==> src/rtl/pic_host_pkg.sv <==
package pic_host_pkg;
  // Clock rate and bus phase times
  localparam int CLK_MHZ = 250;
  localparam int SETUP_NS = 20;
  localparam int STROBE_NS = 100;
  localparam int RECOVER_NS = 40;
  // Least times round up to whole cycles
  localparam int SETUP_CYC = (SETUP_NS * CLK_MHZ + 999) / 1000;
  localparam int STROBE_CYC = (STROBE_NS * CLK_MHZ + 999) / 1000;
  localparam int RECOVER_CYC = (RECOVER_NS * CLK_MHZ + 999) / 1000;
  // Acknowledge pulses per sequence
  localparam int ACK_PULSES_CALL = 3;
  localparam int ACK_PULSES_POINTER = 2;
  // Address select values
  localparam logic ADDR_LOW = 1'b0;
  localparam logic ADDR_HIGH = 1'b1;
  // Write decode bits when address select is low
  localparam int INIT_ONE_BIT = 4;
  localparam int OP_THREE_BIT = 3;
  // Strap level on the dual-function pin
  localparam logic STRAP_MASTER = 1'b1;
  localparam logic STRAP_SLAVE = 1'b0;
  // Reset values
  localparam logic [7:0] BYTE_RESET = 8'h00;
  localparam logic [23:0] VECTOR_RESET = 24'h000000;

  typedef enum logic [5:0] {
    S_IDLE = 6'h01,
    S_SETUP = 6'h02,
    S_STROBE = 6'h04,
    S_RECOVER = 6'h08,
    S_ACK_LOW = 6'h10,
    S_ACK_GAP = 6'h20
  } host_state_t;
endpackage : pic_host_pkg

==> src/rtl/phase_timer.sv <==
`timescale 1ns/100ps
module phase_timer #(
  parameter int WIDTH = 8
) (
  input wire logic clk,
  input wire logic rst_n,
  input wire logic load,
  input wire logic [WIDTH-1:0] load_value,
  output logic expired
);
  logic [WIDTH-1:0] count;
  logic [WIDTH-1:0] next_count;

  always_comb begin
    next_count = count;
    if (load) begin
      next_count = load_value;
    end else if (count != '0) begin
      next_count = count - WIDTH'(1);
    end
  end

  always_ff @(posedge clk or negedge rst_n) begin
    if (!rst_n) begin
      count <= '0;
    end else begin
      count <= next_count;
    end
  end

  assign expired = (count == '0);
endmodule : phase_timer

==> src/rtl/pic_host.sv <==
`timescale 1ns/100ps
module pic_host #(
  parameter int TIMER_WIDTH = 8,
  parameter logic STRAP = pic_host_pkg::STRAP_MASTER
) (
  input wire logic clk,
  input wire logic rst_n,
  input wire logic cmd_valid,
  output logic cmd_ready,
  input wire logic cmd_write,
  input wire logic cmd_addr_sel,
  input wire logic [7:0] cmd_data,
  output logic rsp_valid,
  output logic [7:0] rsp_data,
  input wire logic ack_enable,
  input wire logic ack_call_mode,
  input wire logic buffered_mode,
  output logic vec_valid,
  output logic [23:0] vec_data,
  output logic [2:0] vec_cascade,
  input wire logic [7:0] raise_req,
  output logic [7:0] request_inputs,
  output logic chip_select_n,
  output logic write_n,
  output logic read_n,
  output logic address_select,
  output logic [7:0] data_out,
  output logic data_oe_n,
  input wire logic [7:0] data_in,
  input wire logic int_in,
  output logic irq_acknowledge_in_n,
  input wire logic [2:0] cascade_lines,
  output logic slave_prog_out,
  output logic slave_prog_oe_n
);
  localparam int TMAX = 2 ** TIMER_WIDTH;

  if (pic_host_pkg::SETUP_CYC > TMAX || pic_host_pkg::STROBE_CYC > TMAX ||
      pic_host_pkg::RECOVER_CYC > TMAX) begin : g_bad_width
    $error("TIMER_WIDTH too small for phase counts");
  end

  // Pulse counter is two bits and the vector holds three bytes
  if (pic_host_pkg::ACK_PULSES_CALL > 3 || pic_host_pkg::ACK_PULSES_CALL < 1 ||
      pic_host_pkg::ACK_PULSES_POINTER > 3 ||
      pic_host_pkg::ACK_PULSES_POINTER < 1) begin : g_bad_pulses
    $error("acknowledge pulse count out of range");
  end

  pic_host_pkg::host_state_t state;
  pic_host_pkg::host_state_t next_state;
  logic is_write;
  logic next_is_write;
  logic next_address_select;
  logic [7:0] next_data_out;
  logic next_rsp_valid;
  logic [7:0] next_rsp_data;
  logic next_vec_valid;
  logic [23:0] next_vec_data;
  logic [2:0] next_vec_cascade;
  logic [1:0] pulse_idx;
  logic [1:0] next_pulse_idx;
  logic [1:0] pulse_last;
  logic [1:0] next_pulse_last;
  logic [7:0] next_request_inputs;
  logic req_clear;
  logic next_chip_select_n;
  logic next_write_n;
  logic next_read_n;
  logic next_data_oe_n;
  logic next_ack_n;
  logic timer_load;
  logic [TIMER_WIDTH-1:0] timer_value;
  logic timer_expired;
  logic ack_start;

  phase_timer #(
    .WIDTH(TIMER_WIDTH)
  ) u_timer (
    .clk(clk),
    .rst_n(rst_n),
    .load(timer_load),
    .load_value(timer_value),
    .expired(timer_expired)
  );

  // Acknowledge on a raised interrupt output
  // interrupt starts acknowledge
  assign ack_start = ack_enable && int_in;
  assign cmd_ready = (state == pic_host_pkg::S_IDLE) && !ack_start;

  always_comb begin
    next_state = state;
    next_is_write = is_write;
    next_address_select = address_select;
    next_data_out = data_out;
    next_rsp_valid = 1'b0;
    next_rsp_data = rsp_data;
    next_vec_valid = 1'b0;
    next_vec_data = vec_data;
    next_vec_cascade = vec_cascade;
    next_pulse_idx = pulse_idx;
    next_pulse_last = pulse_last;
    req_clear = 1'b0;
    timer_load = 1'b0;
    timer_value = '0;
    case (state)
      pic_host_pkg::S_IDLE: begin
        if (ack_start) begin
          next_pulse_idx = 2'h0;
          next_pulse_last = ack_call_mode ?
            2'(pic_host_pkg::ACK_PULSES_CALL - 1) :
            2'(pic_host_pkg::ACK_PULSES_POINTER - 1);
          next_vec_data = pic_host_pkg::VECTOR_RESET;
          next_state = pic_host_pkg::S_ACK_LOW;
          timer_load = 1'b1;
          timer_value = TIMER_WIDTH'(pic_host_pkg::STROBE_CYC - 1);
        end else if (cmd_valid) begin
          next_is_write = cmd_write;
          next_address_select = cmd_addr_sel;
          next_data_out = cmd_data;
          next_state = pic_host_pkg::S_SETUP;
          timer_load = 1'b1;
          timer_value = TIMER_WIDTH'(pic_host_pkg::SETUP_CYC - 1);
        end
      end
      pic_host_pkg::S_SETUP: begin
        if (timer_expired) begin
          next_state = pic_host_pkg::S_STROBE;
          timer_load = 1'b1;
          timer_value = TIMER_WIDTH'(pic_host_pkg::STROBE_CYC - 1);
        end
      end
      pic_host_pkg::S_STROBE: begin
        if (timer_expired) begin
          if (!is_write) begin
            next_rsp_data = data_in;
            next_rsp_valid = 1'b1;
          end
          next_state = pic_host_pkg::S_RECOVER;
          timer_load = 1'b1;
          timer_value = TIMER_WIDTH'(pic_host_pkg::RECOVER_CYC - 1);
        end
      end
      pic_host_pkg::S_RECOVER: begin
        if (timer_expired) begin
          next_state = pic_host_pkg::S_IDLE;
        end
      end
      pic_host_pkg::S_ACK_LOW: begin
        if (timer_expired) begin
          next_vec_data[8 * pulse_idx +: 8] = data_in;
          next_vec_cascade = cascade_lines;
          next_state = pic_host_pkg::S_ACK_GAP;
          timer_load = 1'b1;
          timer_value = TIMER_WIDTH'(pic_host_pkg::RECOVER_CYC - 1);
        end
      end
      pic_host_pkg::S_ACK_GAP: begin
        if (timer_expired) begin
          if (pulse_idx == pulse_last) begin
            next_vec_valid = 1'b1;
            req_clear = 1'b1;
            next_state = pic_host_pkg::S_IDLE;
          end else begin
            next_pulse_idx = pulse_idx + 2'h1;
            next_state = pic_host_pkg::S_ACK_LOW;
            timer_load = 1'b1;
            timer_value = TIMER_WIDTH'(pic_host_pkg::STROBE_CYC - 1);
          end
        end
      end
      default: begin
        next_state = pic_host_pkg::S_IDLE;
      end
    endcase
    next_request_inputs = (request_inputs & ~{8{req_clear}}) | raise_req;
    next_chip_select_n = !(next_state == pic_host_pkg::S_SETUP ||
                           next_state == pic_host_pkg::S_STROBE);
    // end of service goes out as a write
    next_write_n = !(next_state == pic_host_pkg::S_STROBE && next_is_write);
    next_read_n = !(next_state == pic_host_pkg::S_STROBE && !next_is_write);
    // release bus on reads and acknowledge
    next_data_oe_n = !(next_is_write &&
                       (next_state == pic_host_pkg::S_SETUP ||
                        next_state == pic_host_pkg::S_STROBE));
    next_ack_n = !(next_state == pic_host_pkg::S_ACK_LOW);
  end

  always_ff @(posedge clk or negedge rst_n) begin
    if (!rst_n) begin
      state <= pic_host_pkg::S_IDLE;
      is_write <= 1'b0;
      address_select <= pic_host_pkg::ADDR_LOW;
      data_out <= pic_host_pkg::BYTE_RESET;
      rsp_valid <= 1'b0;
      rsp_data <= pic_host_pkg::BYTE_RESET;
      vec_valid <= 1'b0;
      vec_data <= pic_host_pkg::VECTOR_RESET;
      vec_cascade <= 3'h0;
      pulse_idx <= 2'h0;
      pulse_last <= 2'h0;
      request_inputs <= 8'h00;
      chip_select_n <= 1'b1;
      write_n <= 1'b1;
      read_n <= 1'b1;
      data_oe_n <= 1'b1;
      irq_acknowledge_in_n <= 1'b1;
    end else begin
      state <= next_state;
      is_write <= next_is_write;
      address_select <= next_address_select;
      data_out <= next_data_out;
      rsp_valid <= next_rsp_valid;
      rsp_data <= next_rsp_data;
      vec_valid <= next_vec_valid;
      vec_data <= next_vec_data;
      vec_cascade <= next_vec_cascade;
      pulse_idx <= next_pulse_idx;
      pulse_last <= next_pulse_last;
      request_inputs <= next_request_inputs;
      chip_select_n <= next_chip_select_n;
      write_n <= next_write_n;
      read_n <= next_read_n;
      data_oe_n <= next_data_oe_n;
      irq_acknowledge_in_n <= next_ack_n;
    end
  end

  // strap drive only when not buffered
  // buffered mode leaves pin to device
  assign slave_prog_out = STRAP;
  assign slave_prog_oe_n = buffered_mode;
endmodule : pic_host

==> config.mk <==
export PLATFORM = sky130hd
export DESIGN_NAME = pic_host
export DESIGN_NICKNAME = d
export VERILOG_FILES = /design/src/rtl/pic_host_pkg.sv /design/src/rtl/phase_timer.sv /design/src/rtl/pic_host.sv
export SDC_FILE = /design/constraint.sdc
export NUM_CORES = 1
export LEC_CHECK = 0
export BUFFER_PORTS_ARGS = -buffer_cell sky130_fd_sc_hd__buf_2
export CAP_MARGIN = 20
export CORE_MARGIN = 10
export CORE_UTILIZATION = 56
export CTS_CLUSTER_DIAMETER = 80
export DETAILED_ROUTE_END_ITERATION = 10
export GPL_TIMING_DRIVEN = 0
export PLACE_DENSITY = 0.85
export SLEW_MARGIN = 30
export SYNTH_ARGS = -nofsm -noshare
export SYNTH_HDL_FRONTEND = slang
export SYNTH_SLANG_ARGS = --single-unit
==> constraint.sdc <==
create_clock -name clk -period 3.7 [get_ports clk]
set_input_delay 0 -clock clk [delete_from_list [all_inputs] [get_ports clk]]
set_output_delay 0 -clock clk [all_outputs]
set_load 0.01 [all_outputs]
* After elaboration in Yosys (flattened, before gate mapping) *
Cells that the tools add are included.

cells by class
  $add $sub $neg = 3
  multiply operators = 0
  div/mod/pow operators = 0
  order comparisons = 0
  equality and inequality tests = 14
  shift operators = 2
  multiplexer cells = 42
  bitwise gates (word level) = 5
  reduce and logical (&&, ||, !) cells = 26

operator list
  cell                     number
  $mux 24                  2
  $pmux 24 s2              1
  $mux 6                   7
  $pmux 6 s6               1
  $neg 5->34               1
  $shift 8x34->24 const A  1
  $shiftx 8x34->24         1
  $mux 5                   5
  $bwmux 24                1
  $pmux 5 s4               1
  $mux 8                   2
  $mux 1                   14
  $eq 6x2->1 const B       2
  $eq 6x3->1 const B       2
  $eq 6x5->1 const B       2
  $reduce_and 3->1         3
  $and 8x8->8              1
  $logic_not 8->1          1
  $mux 2                   4
  $ne 2x2->1 const B       4
  $not 8->8                1
  $or 8x8->8               1
  $reduce_bool 8->1        1
  $sub 8x1->8 const B      1
  other kinds (18)         32

word-level totals
  register bits after elaboration = 78
  bits in latches = 0
  bits in writable memories = 0
  ROM bits = 0
  bits of input ports = 36
  output and inout port bits = 62
  logic and storage cells = 110
  memories = 0

* Depth between registers and ports, before layout *
  depth after elaboration = 8
  mapped depth = 8
  gate-level depth less buffers = 7

* Hierarchy *
From an unflattened synthesis, not the netlist that was laid out.

unflattened totals
  cells, all modules = 327
  area total of the unflattened synthesis = 3608.5 µm²

by module, submodules not included
  module       times used  cells each  area each (µm²)  sequential area each (µm²)
  pic_host     1           273         3131.8           1759.2
  phase_timer  1           54          476.7            200.2

* Least setup slack after synthesis *
No wires, ideal clock.

  path kind = register to register
  from = register state[5]
  to = register vec_data[10]
  library setup time = 121 ps
  arrival = 2136 ps
  data required time = 3579 ps
  setup slack = 1443 ps
  cell stages (with the launch flop) = 9
  path buffers = 3
  period minus slack after synthesis = 2257 ps
  cells stage by stage = dfrtp_1 -> buf_6 -> or4_4 -> buf_6 -> nor2_4 -> mux2i_2 -> buf_4 -> o21ai_4 -> a22o_1

on the way
  word-level cells in the longest chain between the ends = 3
  elaborated cells between the ends (all ways) = 7
  those cells by class = 4 x eq/ne; 1 x mux; 2 x reduce/logical

RTL lines
  element                                                    line             source
  start, declared                                            pic_host.sv:50   pic_host_pkg::host_state_t state;
  start signal, assigned                                     pic_host.sv:192  state <= pic_host_pkg::S_IDLE;
  start signal, assigned                                     pic_host.sv:210  state <= next_state;
  $eq 6x1->1 or $eq 6x5->1 (tied branches)                   pic_host.sv:107  case (state)
  $ne 2x2->1 (no line) or $reduce_bool 2->1 (tied branches)  n/a
  $reduce_and 3->1 (no line)                                 n/a
  end signal, assigned                                       pic_host.sv:199  vec_data <= pic_host_pkg::VECTOR_RESET;
  end signal, assigned                                       pic_host.sv:217  vec_data <= next_vec_data;
  end, declared                                              pic_host.sv:19   output logic [23:0] vec_data,

Parallel ways exist; a longest one is shown, timed or not.
A chain may end at the register's enable or synchronous reset.

* Worst setup path in the final report *
  from = register u_timer.count[0]
  to = register rsp_data[3]

on the way
  word-level cells in the longest chain between the ends = 2

RTL lines
  element                     line               source
  start, declared             phase_timer.sv:11  logic [WIDTH-1:0] count;
  start signal, assigned      phase_timer.sv:27  count <= next_count;
  $logic_not 8->1             phase_timer.sv:31  assign expired = (count == '0);
  $reduce_and 3->1 (no line)  n/a
  end signal, assigned        pic_host.sv:197    rsp_data <= pic_host_pkg::BYTE_RESET;
  end signal, assigned        pic_host.sv:215    rsp_data <= next_rsp_data;
  end, declared               pic_host.sv:14     output logic [7:0] rsp_data,

No other way between the ends.

==> results.txt <==
run status: complete, no violations
IO buf count: 95
Post-synth top flop: dfrtp_1
CP Capture Type: flop
final setup vio count: 0
Max clock buf depth: 2
initial antenna violation count: 0
post-synth top area cell: dfrtp_1
DRC Markers: 0
cell breakdown of the critical path: inv_1 > ha_1 > nor3b_1 > nand2_1 > nor3_2 > mux2_2
DR vias: 2859
Crit Path Category: reg2reg
max-slew violation count: 0
asr flop ratio synth: 100%
global-route wire length before repair: 14.6 mm
CTS Hold Bufs: 32
GPL Wtd Cong: 0.819
Tightest Pin Transition: 0.741 ns
hold_ws: 0.120 ns
met3 Usage GRT: 7.34%
critical path data arrival time: 3.02 ns
reg2reg path depth: 6
worst setup path start: u_timer.count[0]
Cell Pwr Density: 622 nW/um^2
TritonCTS Buffers: 9
Sinks on Clock Net: 78
GR Layer Usage met1: 21.4%
worst clock skew: 0.00984 ns
Post-Place Cells: 459
Area contributors post-synth: dfrtp_1 (51%), dfstp_2 (4.5%), a21o_1 (4.2%)
fin crit share: 75.4%
Max Cap Viol: 0
CP required: 3.93 ns
# diodes: 0
Site Rows: 28
Fmax: 359 MHz
PostCTS Resize Cnt: 0
Avg Inst Size Synth: 12.3 sq um
setup repair bufs after CTS: 0
CTS tree: built
Crit Reg-Reg Startpoint: u_timer.count[0]
total negative slack: 0 ns
initial cell density of the core: 58.7%
most used routing layer: met2
All-Layer GR Usage: 18.2%
io pins: 98
Synth Instances: 288
startpoint types: flop
total wire length: 9.08 mm
Cell variety after synth: 57
crit path max-delay cell type: nor3_2
Layout area overhead: 33.4%
vias in the first global route: 2964
Synthesized Nets: 329
Yosys reg bits: 78
max_slew headroom: 50.2%
most common cell in the netlist: dfrtp_1
Avg WL per Cell: 17.9 um
Max IR drop VDD: 0.553 mV
met2 Resource Use GR: 29.6%
share of the synthesized area in the top cell type: 51.0%
DPL Wire Length: 6.39 mm
RSZ-0062 raised after global routing: no
clock insertion delay at the later pin of the skew report: 0.35 ns
post-synthesis sequential area ratio: 55.4%
Leak: 2.46 nW
minimum clock period: 2.79 ns
Overflow after GRT: 0
Netlist Area Pre-Place: 3530 sq um
Die Wd: 99.4 um
Vias/cell: 5.64
final total power: 2.93 mW
worst reg2reg path endpoint: rsp_data[3]
Fillers: 380
H-tree levels: 3
clk slew on worst S/H paths: 0.08 ns
Die Height: 99.4 um
Post-synth EDFFs: 0
largest net degree at the start of global routing: 51
critical path's largest stage delay: 0.68 ns
share of cells above drive strength 1: 36.8%
initial DRC count: 163
Detail Route Antenna Nets: 0
Placeable Area: 6030 sq um
Crit path max-delay family: simple AND/OR/NAND/NOR gates
die area: 9890 sq um
Final Hold Viols: 0
YS warnings: 0
HP Class: in2async
Worst Path Max Fanout: 10
Layout Nets: 468
top cells by count, synth: dfrtp_1 (72), a21o_1 (20), nand2_1 (17)
clk root buf: clkbuf_8
Pre-antenna DRT Iters: 4
Worst Path Buf+Inv: 1
R2R setup slack: 0.91 ns
final non-filler cell total: 507
[report_power, final]
part / leakage (nW) / total [mW] / switching [mW] / internal (mW)
Clock: 0.130 / 0.824 / 0.307 / 0.517
Combinational: 1.35 / 0.942 / 0.506 / 0.436
Sequential: 0.982 / 1.17 / 0.135 / 1.03
[state kept, by name, summed over array words and instances, names as in the netlist]
| name | flops |
|---|---|
| write_n | 1 |
| irq_acknowledge_in_n | 1 |
| read_n | 1 |
| pulse_last | 2 |
| data_out | 8 |
| u_timer.count | 8 |
| vec_data | 24 |
| vec_valid | 1 |
| vec_cascade | 3 |
| request_inputs | 8 |
| state | 6 |
| data_oe_n | 1 |
| is_write | 1 |
| chip_select_n | 1 |
| rsp_valid | 1 |
| pulse_idx | 2 |
| rsp_data | 8 |
| address_select | 1 |
[cells by family (layout without fill, tap and decap cells)]
| family | count (synthesis) | after routing | synth area share (%) |
|---|---|---|---|
| other | 1 | 1 | 0.106 |
| AO/OA/AOI/OAI | 70 | 70 | 14.8 |
| XOR/XNOR | 5 | 5 | 1.24 |
| flip-flops | 78 | 78 | 55.4 |
| adder cells (fa/ha/maj) | 5 | 5 | 1.77 |
| multiplexers | 22 | 22 | 7.82 |
| buffers and inverters | 16 | 160 | 2.83 |
| AND/OR/NAND/NOR | 91 | 91 | 16.0 |
[layout make-up]
| class | count | area (sq um) | area share [%] |
|---|---|---|---|
| Inverter | 6 | 22.5 | 0.478 |
| Clock inverter | 6 | 134 | 2.84 |
| Timing Repair Buffer | 128 | 826 | 17.5 |
| Multi-Input combinational cell | 194 | 1480 | 31.3 |
| Buffer | 10 | 77.6 | 1.64 |
| Tap cell | 75 | 93.8 | 1.99 |
| Sequential cell | 78 | 1960 | 41.5 |
| Clock buffer | 10 | 128 | 2.71 |
[routing by layer]
metal | vias up | wire length (um)
met5 | - | 0
met3 | 14 | 723
met2 | 106 | 4570
met4 | 0 | 129
li1 | 1340 | -
met1 | 1399 | 3650
[placed cells by master (no fill, tap or decap), drive strengths merged, types with 2 or more instances in the layout]
cell type,synthesis,final
nor2b,4,4
mux2,21,21
buf,10,106
nand2b,5,5
nor4,3,3
dfstp,6,6
clkbuf,0,10
xor2,4,4
and4,8,8
a22o,8,8
or3b,2,2
nor2,13,13
nand4,9,9
a31oi,3,3
a21o,20,20
or3,2,2
o31ai,2,2
and3,3,3
bufinv,0,4
or4,2,2
dlygate4sd3,0,32
dfrtp,72,72
nor3b,3,3
a21bo,8,8
nand4b,2,2
clkinv,0,2
inv,6,6
nor3,8,8
a21oi,7,7
nand2,19,19
o211ai,3,3
ha,5,5
nand3,5,5
o21ai,13,13
[worst max-delay path by stage]
stage | end | slack (ns) | cells past startpoint
final | rsp_data[3] | 0.91 | 6
after CTS | rsp_data[3] | 0.93 | 6
after global routing | rsp_data[5] | 0.74 | 6
after global placement | rsp_data[7] | 0.97 | 6
after detailed placement | rsp_data[5] | 0.96 | 6
after floorplan | vec_data[10] | 1.44 | 8
[through the flow]
step	cell area, sq um	util [%]	setup slack (ns)
floorplan	3530	-	1.44
global placement	4100	68.1	0.974
detailed placement	4130	68.6	0.959
CTS	4720	78.3	0.929
global route	4720	78.3	0.739
finish	4720	78.3	0.911
Note: power is estimated with default switching activity, not from simulation.
